$ cat src/include/cmb_pkg.sv
// constants and carrier types of the can message buffer manager
package cmb_pkg;
    localparam int NUM_TX    = 3;
    localparam int RX_DEPTH  = 5;
    localparam int BUF_WORDS = 4;
    localparam int BYTE_W    = 8;
    localparam int MSG_BITS  = 104;
    localparam int LOCAL_PRIORITY_LSB  = 8;
    localparam int STAMP_LSB = 16;

    localparam logic [7:0] OFF_TX_FLAG   = 8'h00;
    localparam logic [7:0] OFF_TX_SELECT = 8'h04;
    localparam logic [7:0] OFF_ABORT_REQ = 8'h08;
    localparam logic [7:0] OFF_ABORT_ACK = 8'h0c;
    localparam logic [7:0] OFF_RX_FLAG   = 8'h10;
    localparam logic [7:0] OFF_CTRL      = 8'h14;
    localparam logic [3:0] TX_WIN_PAGE   = 4'h4;
    localparam logic [3:0] RX_WIN_PAGE   = 4'h8;

    localparam int CTRL_LOOPBACK = 0;
    localparam int CTRL_TX_IE    = 1;
    localparam int CTRL_RX_IE    = 2;
    localparam int CTRL_OVR_IE   = 3;
    localparam int RXF_FULL      = 0;
    localparam int RXF_OVERRUN   = 1;

    localparam logic [2:0] TX_EMPTY_RST = 3'h7;
    localparam logic [3:0] CTRL_RST     = 4'h0;
    localparam logic [2:0] RX_CNT_FULL  = 3'h5;
    localparam logic [2:0] RX_PTR_LAST  = 3'h4;

    typedef logic [31:0] cmb_word_t;

    typedef struct packed {
        logic [1:0]          idx;
        logic [MSG_BITS-1:0] msg;
    } cmb_tx_frame_t;

    typedef struct packed {
        logic valid;
        logic accept;
        logic own;
    } cmb_rx_end_t;
endpackage : cmb_pkg

$ cat src/hdl/cmb_message_buffer.sv
// message storage of a can controller: three tx buffers, five entry rx fifo, apb registers
//
// Added by the designer: the address map and the APB register port.
`timescale 1ns/1ps
`default_nettype none
module cmb_message_buffer
    import cmb_pkg::*;
(
    input  wire logic                 pclk,
    input  wire logic                 presetn,
    input  wire logic                 psel,
    input  wire logic                 penable,
    input  wire logic                 pwrite,
    input  wire logic [7:0]           paddr,
    input  wire logic [31:0]          pwdata,
    output logic      [31:0]          prdata,
    output logic                      pready,
    output logic                      pslverr,
    input  wire logic                 arb_req,
    input  wire logic                 tx_done,
    input  wire logic                 tx_lost,
    input  wire logic                 tx_error,
    input  wire logic [15:0]          tx_stamp,
    output logic                      tx_go,
    output cmb_tx_frame_t             tx_frame,
    input  wire logic                 rx_byte_we,
    input  wire logic [3:0]           rx_byte_idx,
    input  wire logic [7:0]           rx_byte,
    input  wire logic                 rx_eof,
    input  wire cmb_rx_end_t          rx_end,
    output logic                      bus_ack_en,
    output logic                      tx_irq,
    output logic                      rx_irq,
    output logic                      ovr_irq
);

    // lowest priority value among candidates, lower index on a tie
    function automatic logic [2:0] cmb_pick(input logic [NUM_TX*BYTE_W-1:0] local_priority,
                                            input logic [NUM_TX-1:0] cand);
        logic       found;
        logic [1:0] best;
        logic [7:0] best_p;
        found  = 1'b0;
        best   = 2'd0;
        best_p = 8'hff;
        for (int i = 0; i < NUM_TX; i++) begin
            if (cand[i] && (!found || local_priority[i*BYTE_W +: BYTE_W] < best_p)) begin
                found  = 1'b1;
                best   = 2'(i);
                best_p = local_priority[i*BYTE_W +: BYTE_W];
            end
        end
        return {found, best};
    endfunction : cmb_pick

    function automatic logic [2:0] cmb_inc5(input logic [2:0] p);
        return (p == RX_PTR_LAST) ? 3'h0 : 3'(p + 3'h1);
    endfunction : cmb_inc5

    cmb_word_t             tx_mem [NUM_TX][BUF_WORDS];
    cmb_word_t             rx_fifo [RX_DEPTH][BUF_WORDS];
    cmb_word_t             rx_bg [BUF_WORDS];

    logic [NUM_TX-1:0]     tx_empty_ff;
    logic [NUM_TX-1:0]     tx_sel_ff;
    logic [NUM_TX-1:0]     abort_req_ff;
    logic [NUM_TX-1:0]     abort_ack_ff;
    logic [NUM_TX-1:0]     abort_stage_ff;
    logic [3:0]            ctrl_ff;
    logic                  busy_ff;
    logic [1:0]            act_ff;
    logic [2:0]            rx_cnt_ff;
    logic [2:0]            rx_rd_ff;
    logic [2:0]            rx_wr_ff;
    logic                  ovr_ff;
    logic [31:0]           prdata_ff;
    logic                  pready_ff;
    logic                  pslverr_ff;
    logic                  tx_go_ff;
    cmb_tx_frame_t         tx_frame_ff;
    logic                  bus_ack_en_ff;
    logic                  tx_irq_ff;
    logic                  rx_irq_ff;
    logic                  ovr_irq_ff;

    logic                  setup;
    logic                  wr_en;
    logic [7:0]            off;
    logic [3:0]            page;
    logic [1:0]            widx;
    logic [1:0]            sel_idx;
    logic                  win_ok;
    logic                  mapped;
    logic [31:0]           rd_data;
    logic [NUM_TX*BYTE_W-1:0] local_priority_vec;
    logic [2:0]            pick;
    logic                  start;
    logic [NUM_TX-1:0]     grant;
    logic [NUM_TX-1:0]     tx_set;
    logic [NUM_TX-1:0]     sw_ready;
    logic                  keep;
    logic                  push;
    logic                  drop;
    logic                  pop;
    logic                  wr_tx_flag;
    logic                  wr_tx_sel;
    logic                  wr_abort;
    logic                  wr_rx_flag;
    logic                  wr_ctrl;
    logic [NUM_TX-1:0]     sent;

    assign setup   = psel && !penable;
    assign wr_en   = psel && penable && pwrite && pready_ff && !pslverr_ff;
    assign off     = {paddr[7:2], 2'b00};
    assign page    = paddr[7:4];
    assign widx    = paddr[3:2];
    assign sel_idx = tx_sel_ff[1] ? 2'd1 : (tx_sel_ff[2] ? 2'd2 : 2'd0);
    assign win_ok  = |(tx_sel_ff & tx_empty_ff);

    // register write strobes, taken at the end of the access cycle
    assign wr_tx_flag = wr_en && off == OFF_TX_FLAG;
    assign wr_tx_sel  = wr_en && off == OFF_TX_SELECT;
    assign wr_abort   = wr_en && off == OFF_ABORT_REQ;
    assign wr_rx_flag = wr_en && off == OFF_RX_FLAG;
    assign wr_ctrl    = wr_en && off == OFF_CTRL;

    always_comb begin
        for (int i = 0; i < NUM_TX; i++) begin
            local_priority_vec[i*BYTE_W +: BYTE_W] = tx_mem[i][BUF_WORDS-1][LOCAL_PRIORITY_LSB +: BYTE_W];
        end
    end

    // candidates: pending, not being aborted
    assign pick  = cmb_pick(local_priority_vec, ~tx_empty_ff & ~abort_stage_ff);
    assign start = arb_req && !busy_ff && pick[2];

    // grant aborts except on the frame on the bus or just chosen
    always_comb begin
        for (int i = 0; i < NUM_TX; i++) begin
            grant[i] = abort_req_ff[i] && !tx_empty_ff[i] && !abort_stage_ff[i]
                    && !(busy_ff && act_ff == 2'(i))
                    && !(start && pick[1:0] == 2'(i));
            sent[i] = busy_ff && tx_done && act_ff == 2'(i);
            tx_set[i] = abort_stage_ff[i] || sent[i];
            sw_ready[i] = wr_tx_flag && pwdata[i] && tx_empty_ff[i];
        end
    end

    // apb read mux
    always_comb begin
        rd_data = 32'h0;
        mapped  = 1'b1;
        if (off == OFF_TX_FLAG) begin
            rd_data[NUM_TX-1:0] = tx_empty_ff;
        end else if (off == OFF_TX_SELECT) begin
            rd_data[NUM_TX-1:0] = tx_sel_ff;
        end else if (off == OFF_ABORT_REQ) begin
            rd_data[NUM_TX-1:0] = abort_req_ff;
        end else if (off == OFF_ABORT_ACK) begin
            rd_data[NUM_TX-1:0] = abort_ack_ff;
        end else if (off == OFF_RX_FLAG) begin
            rd_data[RXF_FULL]    = rx_cnt_ff != 3'h0;
            rd_data[RXF_OVERRUN] = ovr_ff;
        end else if (off == OFF_CTRL) begin
            rd_data[3:0] = ctrl_ff;
        end else if (page == TX_WIN_PAGE) begin
            rd_data = win_ok ? tx_mem[sel_idx][widx] : 32'h0;
        end else if (page == RX_WIN_PAGE) begin
            rd_data = (rx_cnt_ff != 3'h0) ? rx_fifo[rx_rd_ff][widx] : 32'h0;
        end else begin
            mapped = 1'b0;
        end
    end

    // bus slave: data latched in setup, one access cycle
    always_ff @(posedge pclk or negedge presetn) begin
        if (!presetn) begin
            prdata_ff  <= 32'h0;
            pready_ff  <= 1'b0;
            pslverr_ff <= 1'b0;
        end else begin
            pready_ff  <= setup;
            pslverr_ff <= setup && !mapped;
            if (setup && !pwrite) begin
                prdata_ff <= rd_data;
            end
        end
    end

    always_ff @(posedge pclk or negedge presetn) begin
        if (!presetn) begin
            ctrl_ff <= CTRL_RST;
        end else if (wr_ctrl) begin
            ctrl_ff <= pwdata[3:0];
        end
    end

    // select: lowest written bit that is also empty
    always_ff @(posedge pclk or negedge presetn) begin
        if (!presetn) begin
            tx_sel_ff <= '0;
        end else if (wr_tx_sel) begin
            tx_sel_ff <= (pwdata[NUM_TX-1:0] & tx_empty_ff)
                       & ~((pwdata[NUM_TX-1:0] & tx_empty_ff) - 3'h1);
        end
    end

    // empty flags: hardware set wins over software clear
    always_ff @(posedge pclk or negedge presetn) begin
        if (!presetn) begin
            tx_empty_ff <= TX_EMPTY_RST;
        end else begin
            tx_empty_ff <= (tx_empty_ff & ~sw_ready) | tx_set;
        end
    end

    // abort request, acknowledge, then release a cycle later
    always_ff @(posedge pclk or negedge presetn) begin
        if (!presetn) begin
            abort_req_ff   <= '0;
            abort_ack_ff   <= '0;
            abort_stage_ff <= '0;
        end else begin
            abort_stage_ff <= grant;
            for (int i = 0; i < NUM_TX; i++) begin
                if (tx_set[i]) begin
                    abort_req_ff[i] <= 1'b0;
                end else if (wr_abort && pwdata[i] && !tx_empty_ff[i]) begin
                    abort_req_ff[i] <= 1'b1;
                end
                if (grant[i]) begin
                    abort_ack_ff[i] <= 1'b1;
                end else if (sw_ready[i] || sent[i]) begin
                    abort_ack_ff[i] <= 1'b0;
                end
            end
        end
    end

    // transmit scheduling toward the bit engine
    always_ff @(posedge pclk or negedge presetn) begin
        if (!presetn) begin
            busy_ff     <= 1'b0;
            act_ff      <= 2'd0;
            tx_go_ff    <= 1'b0;
            tx_frame_ff <= '0;
        end else begin
            tx_go_ff <= start;
            if (start) begin
                busy_ff     <= 1'b1;
                act_ff      <= pick[1:0];
                tx_frame_ff <= {pick[1:0], tx_mem[pick[1:0]][3][BYTE_W-1:0],
                                tx_mem[pick[1:0]][2], tx_mem[pick[1:0]][1],
                                tx_mem[pick[1:0]][0]};
            end else if (tx_done || tx_lost || tx_error) begin
                busy_ff <= 1'b0;
            end
        end
    end

    // buffer storage: software window and stamp on success
    // not reset: software loads a buffer before marking it pending
    always_ff @(posedge pclk) begin
        if (wr_en && page == TX_WIN_PAGE && win_ok) begin
            if (widx == 2'd3) begin
                tx_mem[sel_idx][widx][STAMP_LSB-1:0] <= pwdata[STAMP_LSB-1:0];
            end else begin
                tx_mem[sel_idx][widx] <= pwdata;
            end
        end
        if (busy_ff && tx_done) begin
            tx_mem[act_ff][BUF_WORDS-1][31:STAMP_LSB] <= tx_stamp;
        end
    end

    // background buffer filled byte by byte during the frame
    always_ff @(posedge pclk) begin
        if (rx_byte_we) begin
            rx_bg[rx_byte_idx[3:2]][rx_byte_idx[1:0]*BYTE_W +: BYTE_W] <= rx_byte;
        end
        if (push) begin
            rx_fifo[rx_wr_ff] <= rx_bg;
        end
    end

    assign keep = rx_eof && rx_end.valid && rx_end.accept
               && (!rx_end.own || ctrl_ff[CTRL_LOOPBACK]);
    assign push = keep && rx_cnt_ff != RX_CNT_FULL;
    assign drop = keep && rx_cnt_ff == RX_CNT_FULL;
    // pop only when something is queued, so an idle clear cannot underflow
    assign pop  = wr_rx_flag && pwdata[RXF_FULL] && rx_cnt_ff != 3'h0;

    // push and pop in one cycle leave the occupancy unchanged

    // fifo pointers and occupancy
    always_ff @(posedge pclk or negedge presetn) begin
        if (!presetn) begin
            rx_cnt_ff <= 3'h0;
            rx_rd_ff  <= 3'h0;
            rx_wr_ff  <= 3'h0;
        end else begin
            if (push) begin
                rx_wr_ff <= cmb_inc5(rx_wr_ff);
            end
            if (pop) begin
                rx_rd_ff <= cmb_inc5(rx_rd_ff);
            end
            if (push && !pop) begin
                rx_cnt_ff <= 3'(rx_cnt_ff + 3'h1);
            end else if (pop && !push) begin
                rx_cnt_ff <= 3'(rx_cnt_ff - 3'h1);
            end
        end
    end

    always_ff @(posedge pclk or negedge presetn) begin
        if (!presetn) begin
            ovr_ff <= 1'b0;
        end else if (drop) begin
            ovr_ff <= 1'b1;
        end else if (wr_rx_flag && pwdata[RXF_OVERRUN]) begin
            ovr_ff <= 1'b0;
        end
    end

    // event outputs and acknowledge enable
    always_ff @(posedge pclk or negedge presetn) begin
        if (!presetn) begin
            tx_irq_ff     <= 1'b0;
            rx_irq_ff     <= 1'b0;
            ovr_irq_ff    <= 1'b0;
            bus_ack_en_ff <= 1'b1;
        end else begin
            tx_irq_ff     <= ctrl_ff[CTRL_TX_IE] && |(tx_empty_ff & ~tx_sel_ff);
            rx_irq_ff     <= ctrl_ff[CTRL_RX_IE] && rx_cnt_ff != 3'h0;
            ovr_irq_ff    <= ctrl_ff[CTRL_OVR_IE] && ovr_ff;
            bus_ack_en_ff <= ctrl_ff[CTRL_LOOPBACK] || !busy_ff;
        end
    end

    assign prdata     = prdata_ff;
    assign pready     = pready_ff;
    assign pslverr    = pslverr_ff;
    assign tx_go      = tx_go_ff;
    assign tx_frame   = tx_frame_ff;
    assign bus_ack_en = bus_ack_en_ff;
    assign tx_irq     = tx_irq_ff;
    assign rx_irq     = rx_irq_ff;
    assign ovr_irq    = ovr_irq_ff;

endmodule : cmb_message_buffer
`default_nettype wire

$ cat config.mk
export PLATFORM = sky130hd
export DESIGN_NAME = cmb_message_buffer
export DESIGN_NICKNAME = d
export VERILOG_FILES = /design/src/include/cmb_pkg.sv /design/src/hdl/cmb_message_buffer.sv
export SDC_FILE = /design/constraint.sdc
export NUM_CORES = 2
export LEC_CHECK = 0
export ABC_AREA = 0
export BUFFER_PORTS_ARGS = -buffer_cell sky130_fd_sc_hd__buf_2
export CAP_MARGIN = 5
export CORE_MARGIN = 3
export CORE_UTILIZATION = 50
export CTS_BUF_LIST = sky130_fd_sc_hd__clkbuf_4
export CTS_CLUSTER_SIZE = 25
export DETAILED_ROUTE_END_ITERATION = 16
export GPL_TIMING_DRIVEN = 0
export PLACE_DENSITY = 0.67
export SLEW_MARGIN = 20
export SYNTH_ARGS = -nofsm -noshare
export SYNTH_HDL_FRONTEND = slang
export SYNTH_SLANG_ARGS = --single-unit
export TNS_END_PERCENT = 50
$ cat constraint.sdc
create_clock -name pclk -period 5 [get_ports pclk]
set_input_delay 0.5 -clock pclk [delete_from_list [all_inputs] [get_ports pclk]]
set_output_delay 0.5 -clock pclk [all_outputs]
set_load 0.01 [all_outputs]
==> qor.yml <==
final-seq-area_um2: 39000
min_to: "busy_ff$_DFFE_PN0P_"
busiest_layer: "met2"
setup_violations: 0
track_usage_pct: 29.0
wl_um: 161000
async_reset_ff_share_pct: 13.2
grt_max_degree: 85
r2r-end: "tx_frame[14]$_DFFE_PN0P_"
skew_ps: 116
cts-buffers-inserted: 348
antenna_found_initial: 15
dr.pass1.iters: 9
ys_seq_area_share_pct: 73.1
post_dp_cell_area_um2: 56900
use_met1_pct: 37.1
grtUsageMet3_pct: 7.41
reg2reg_slack_ps: 80
routed-via-count: 33100
fmax_mhz: 203
grt_pass1_wl_um: 230000
final_cell_area_um2: 62700
ys_seq_elements: 1327
syn-instance-count: 3084
root_buffer: "clkbuf_4"
worstPathArrival_ps: 5900
wl_per_cell_um: 29.6
hold_viol: 0
min-delay-start: "tx_lost"
critPathLaunchType: "flop"
required_ps: 5980
use_met2_pct: 46.7
grt_pass1_vias: 33600
cts.sink_count: 1327
worstPathMaxFanout: 10
layout_min_cycle_time_ps: 4920
synthesis.area_um2: 53300
cts_tree: "yes"
worst_setup_path_end_kind: "flop"
slew_headroom_pct: 15.4
synth_nets: 3191
vias_per_cell: 6.08
io_pins: 227
postRouteAntennaNets: 0
yosysWarnings: 0
mostFrequentLayoutCells: "edfxtp_1 (1152), clkbuf_4 (539), buf_2 (271)"
multi_input_area_um2: 13700
ir_worst_vdd_mv: 0.255
portBuffers: 223
tightest_slew_ps: 1270
start_util_pct: 50.5
clk_pin_slew_worst_paths_ps: 70
yosys.cell_types.count: 63
grt.overflow.total: 0
clock_latency_ps: 1220
drc: 0
min_path_cells: 3
worst_hold_path_type: "in -> reg"
r2r_start: "tx_empty_ff[0]$_DFF_PN1_"
fin_nets: 3905
cap_violations: 0
power.leakage_nw: 21.1
syn_to_final_growth_pct: 17.6
h-tree-depth: 5
period_share_pct: 98.4
crit_type: "reg -> reg"
cts_buffer_depth: 4
r2r_cells: 22
gp_congestion: 0.963
die_y_um: 333
synth_flop_cell: "edfxtp_1"
dieArea_um2: 111000
final_max_slew_viol_count: 0
power_density_nw_per_um2: 374
num_rows: 119
tns_ps: 0
drive_above_1_share_pct: 30.8
die_w_um: 333
synth_edf_count: 1152
dp.final_hpwl_um: 106000
fillCellCount: 8079
final_common_cell: "edfxtp_1"
core_area_um2: 106000
outcome: "completed"
drt-initial-drc-count: 4041
avgSynthCellArea_um2: 17.3
==> critical path, stage by stage (launching register included) <==
cell      delay [ps]
dfstp_2          560
or2_4            250
nor2_2            70
ha_1             310
a211o_1          290
a21oi_2          170
nand2_2          100
a21o_4           260
clkbuf_8         190
buf_6            170
nand2_1           70
o21ai_0           80
ha_1             180
a211o_1          290
a21oi_4          250
nand2_4          110
a211oi_4         300
buf_6            170
nor4_4            40
buf_12           190
buf_6            160
a22o_1           240
a221o_1          270
==> per-stage QoR <==
| step | util, % | instances | power [W] | hold WS [ps] | worst slack (ps) |
|---|---|---|---|---|---|
| global route | 59.4 | 5436 | 0.0243 | 60.7 | -20.9 |
| detailed placement | 53.9 | 4726 | 0.0142 | 414 | -987 |
| floorplan | - | 3084 | 0.0134 | 204 | 227 |
| CTS | 59.3 | 5426 | 0.0236 | 26.6 | 6.93 |
| global placement | 53.2 | 4698 | 0.0142 | 447 | -3070 |
| finish | 59.4 | 5443 | 0.0235 | 132 | 77.6 |
==> worst max path at each step <==
stage                                startpoint  slack [ps]                     endpoint
global placement                      rx_end[1]       -3070     rx_fifo[1][50]$_DFFE_PP_
CTS                 abort_stage_ff[0]$_DFF_PN0_           7  abort_ack_ff[0]$_DFFE_PN0P_
detailed placement     tx_empty_ff[0]$_DFF_PN1_        -990  abort_ack_ff[2]$_DFFE_PN0P_
finish                 tx_empty_ff[0]$_DFF_PN1_          80     tx_frame[14]$_DFFE_PN0P_
floorplan                             rx_end[1]         230      rx_fifo[2][0]$_DFFE_PP_
global route           tx_empty_ff[0]$_DFF_PN1_         -20     tx_frame[96]$_DFFE_PN0P_
==> registers in the layout, summed over array words and instances, names as in the netlist, 3 cells and up <==
| signal | cells |
|---|---|
| abort_ack_ff | 3 |
| abort_req_ff | 3 |
| abort_stage_ff | 3 |
| ctrl_ff | 4 |
| prdata | 32 |
| rx_bg | 128 |
| rx_cnt_ff | 3 |
| rx_fifo | 640 |
| rx_rd_ff | 3 |
| rx_wr_ff | 3 |
| tx_empty_ff | 3 |
| tx_frame | 106 |
| tx_mem | 384 |
| tx_sel_ff | 3 |
==> repair_timing <==
action,4_1_cts,5_1_grt
gates resized for setup,52,10
hold buffers,96,0
setup endpoints to repair,112,100
hold endpoints to repair,785,0
setup buffers,11,5
gates cloned,2,0
pin swaps,5,4
==> area by class of cell <==
class	instances	share of cell area (%)
flip-flops and latches	1327	62.2
multi-input cells	1547	21.9
clock buffers	536	6.42
repair buffers	365	4.52
well taps	1391	2.78
plain buffers	190	1.44
clock inverters	55	0.605
inverters	19	0.114
diodes	13	0.0519
==> power by group <==
| part | switching [W] | leakage (nW) | total [W] | internal [W] |
|---|---|---|---|---|
| Sequential | 0.000311 | 12.0 | 0.0126 | 0.0123 |
| Combinational | 0.000863 | 6.47 | 0.00144 | 0.000574 |
| Clock | 0.00424 | 2.65 | 0.00939 | 0.00514 |
| Total | 0.00541 | 21.1 | 0.0235 | 0.0180 |
==> synth_stat cells (5+ instances only) <==
cell type,n,area (µm²)
clkbuf_1,111,417
dfrtp_1,171,4280
inv_1,18,67.6
a22o_1,22,193
and2_1,35,219
a221o_1,22,220
buf_1,19,71.3
edfxtp_1,1152,34600
mux2i_1,150,1500
ha_1,24,300
nand2_1,216,811
a211o_1,7,61.3
a32oi_1,37,324
mux2_2,42,473
o21ai_0,169,846
buf_2,53,265
nor2_1,158,593
a21o_1,7,52.6
a22oi_1,76,571
nand2b_1,11,68.8
nor2b_1,7,43.8
a211oi_1,6,45.0
and3_1,54,338
a21oi_1,136,681
a31oi_1,5,31.3
nand3_1,12,60.1
nor3b_1,6,45.0
nor3_1,17,85.1
buf_4,8,60.1
o22ai_1,52,325
mux4_2,228,5130
==> layer usage <==
layer | routed length, µm | part of all wire (%) | up-vias
li1 | - | - | 14000
met1 | 59200 | 37 | 16700
met2 | 77600 | 48 | 2005
met3 | 16400 | 10 | 382
met4 | 7690 | 4.8 | 6
met5 | 44 | 0.027 | -
==> logic make-up after synthesis <==
kind of cell | Yosys count | share of synthesized area (%)
DFF | 1327 | 73.1
AOI/OAI and AO/OA | 562 | 6.71
and+or+nand+nor | 537 | 4.53
muxes | 420 | 13.3
buffers and inverters | 210 | 1.66
adders and majority gates | 25 | 0.601
xor gates and xnor gates | 3 | 0.0493
No activity file was read; power rests on OpenSTA's default activity.
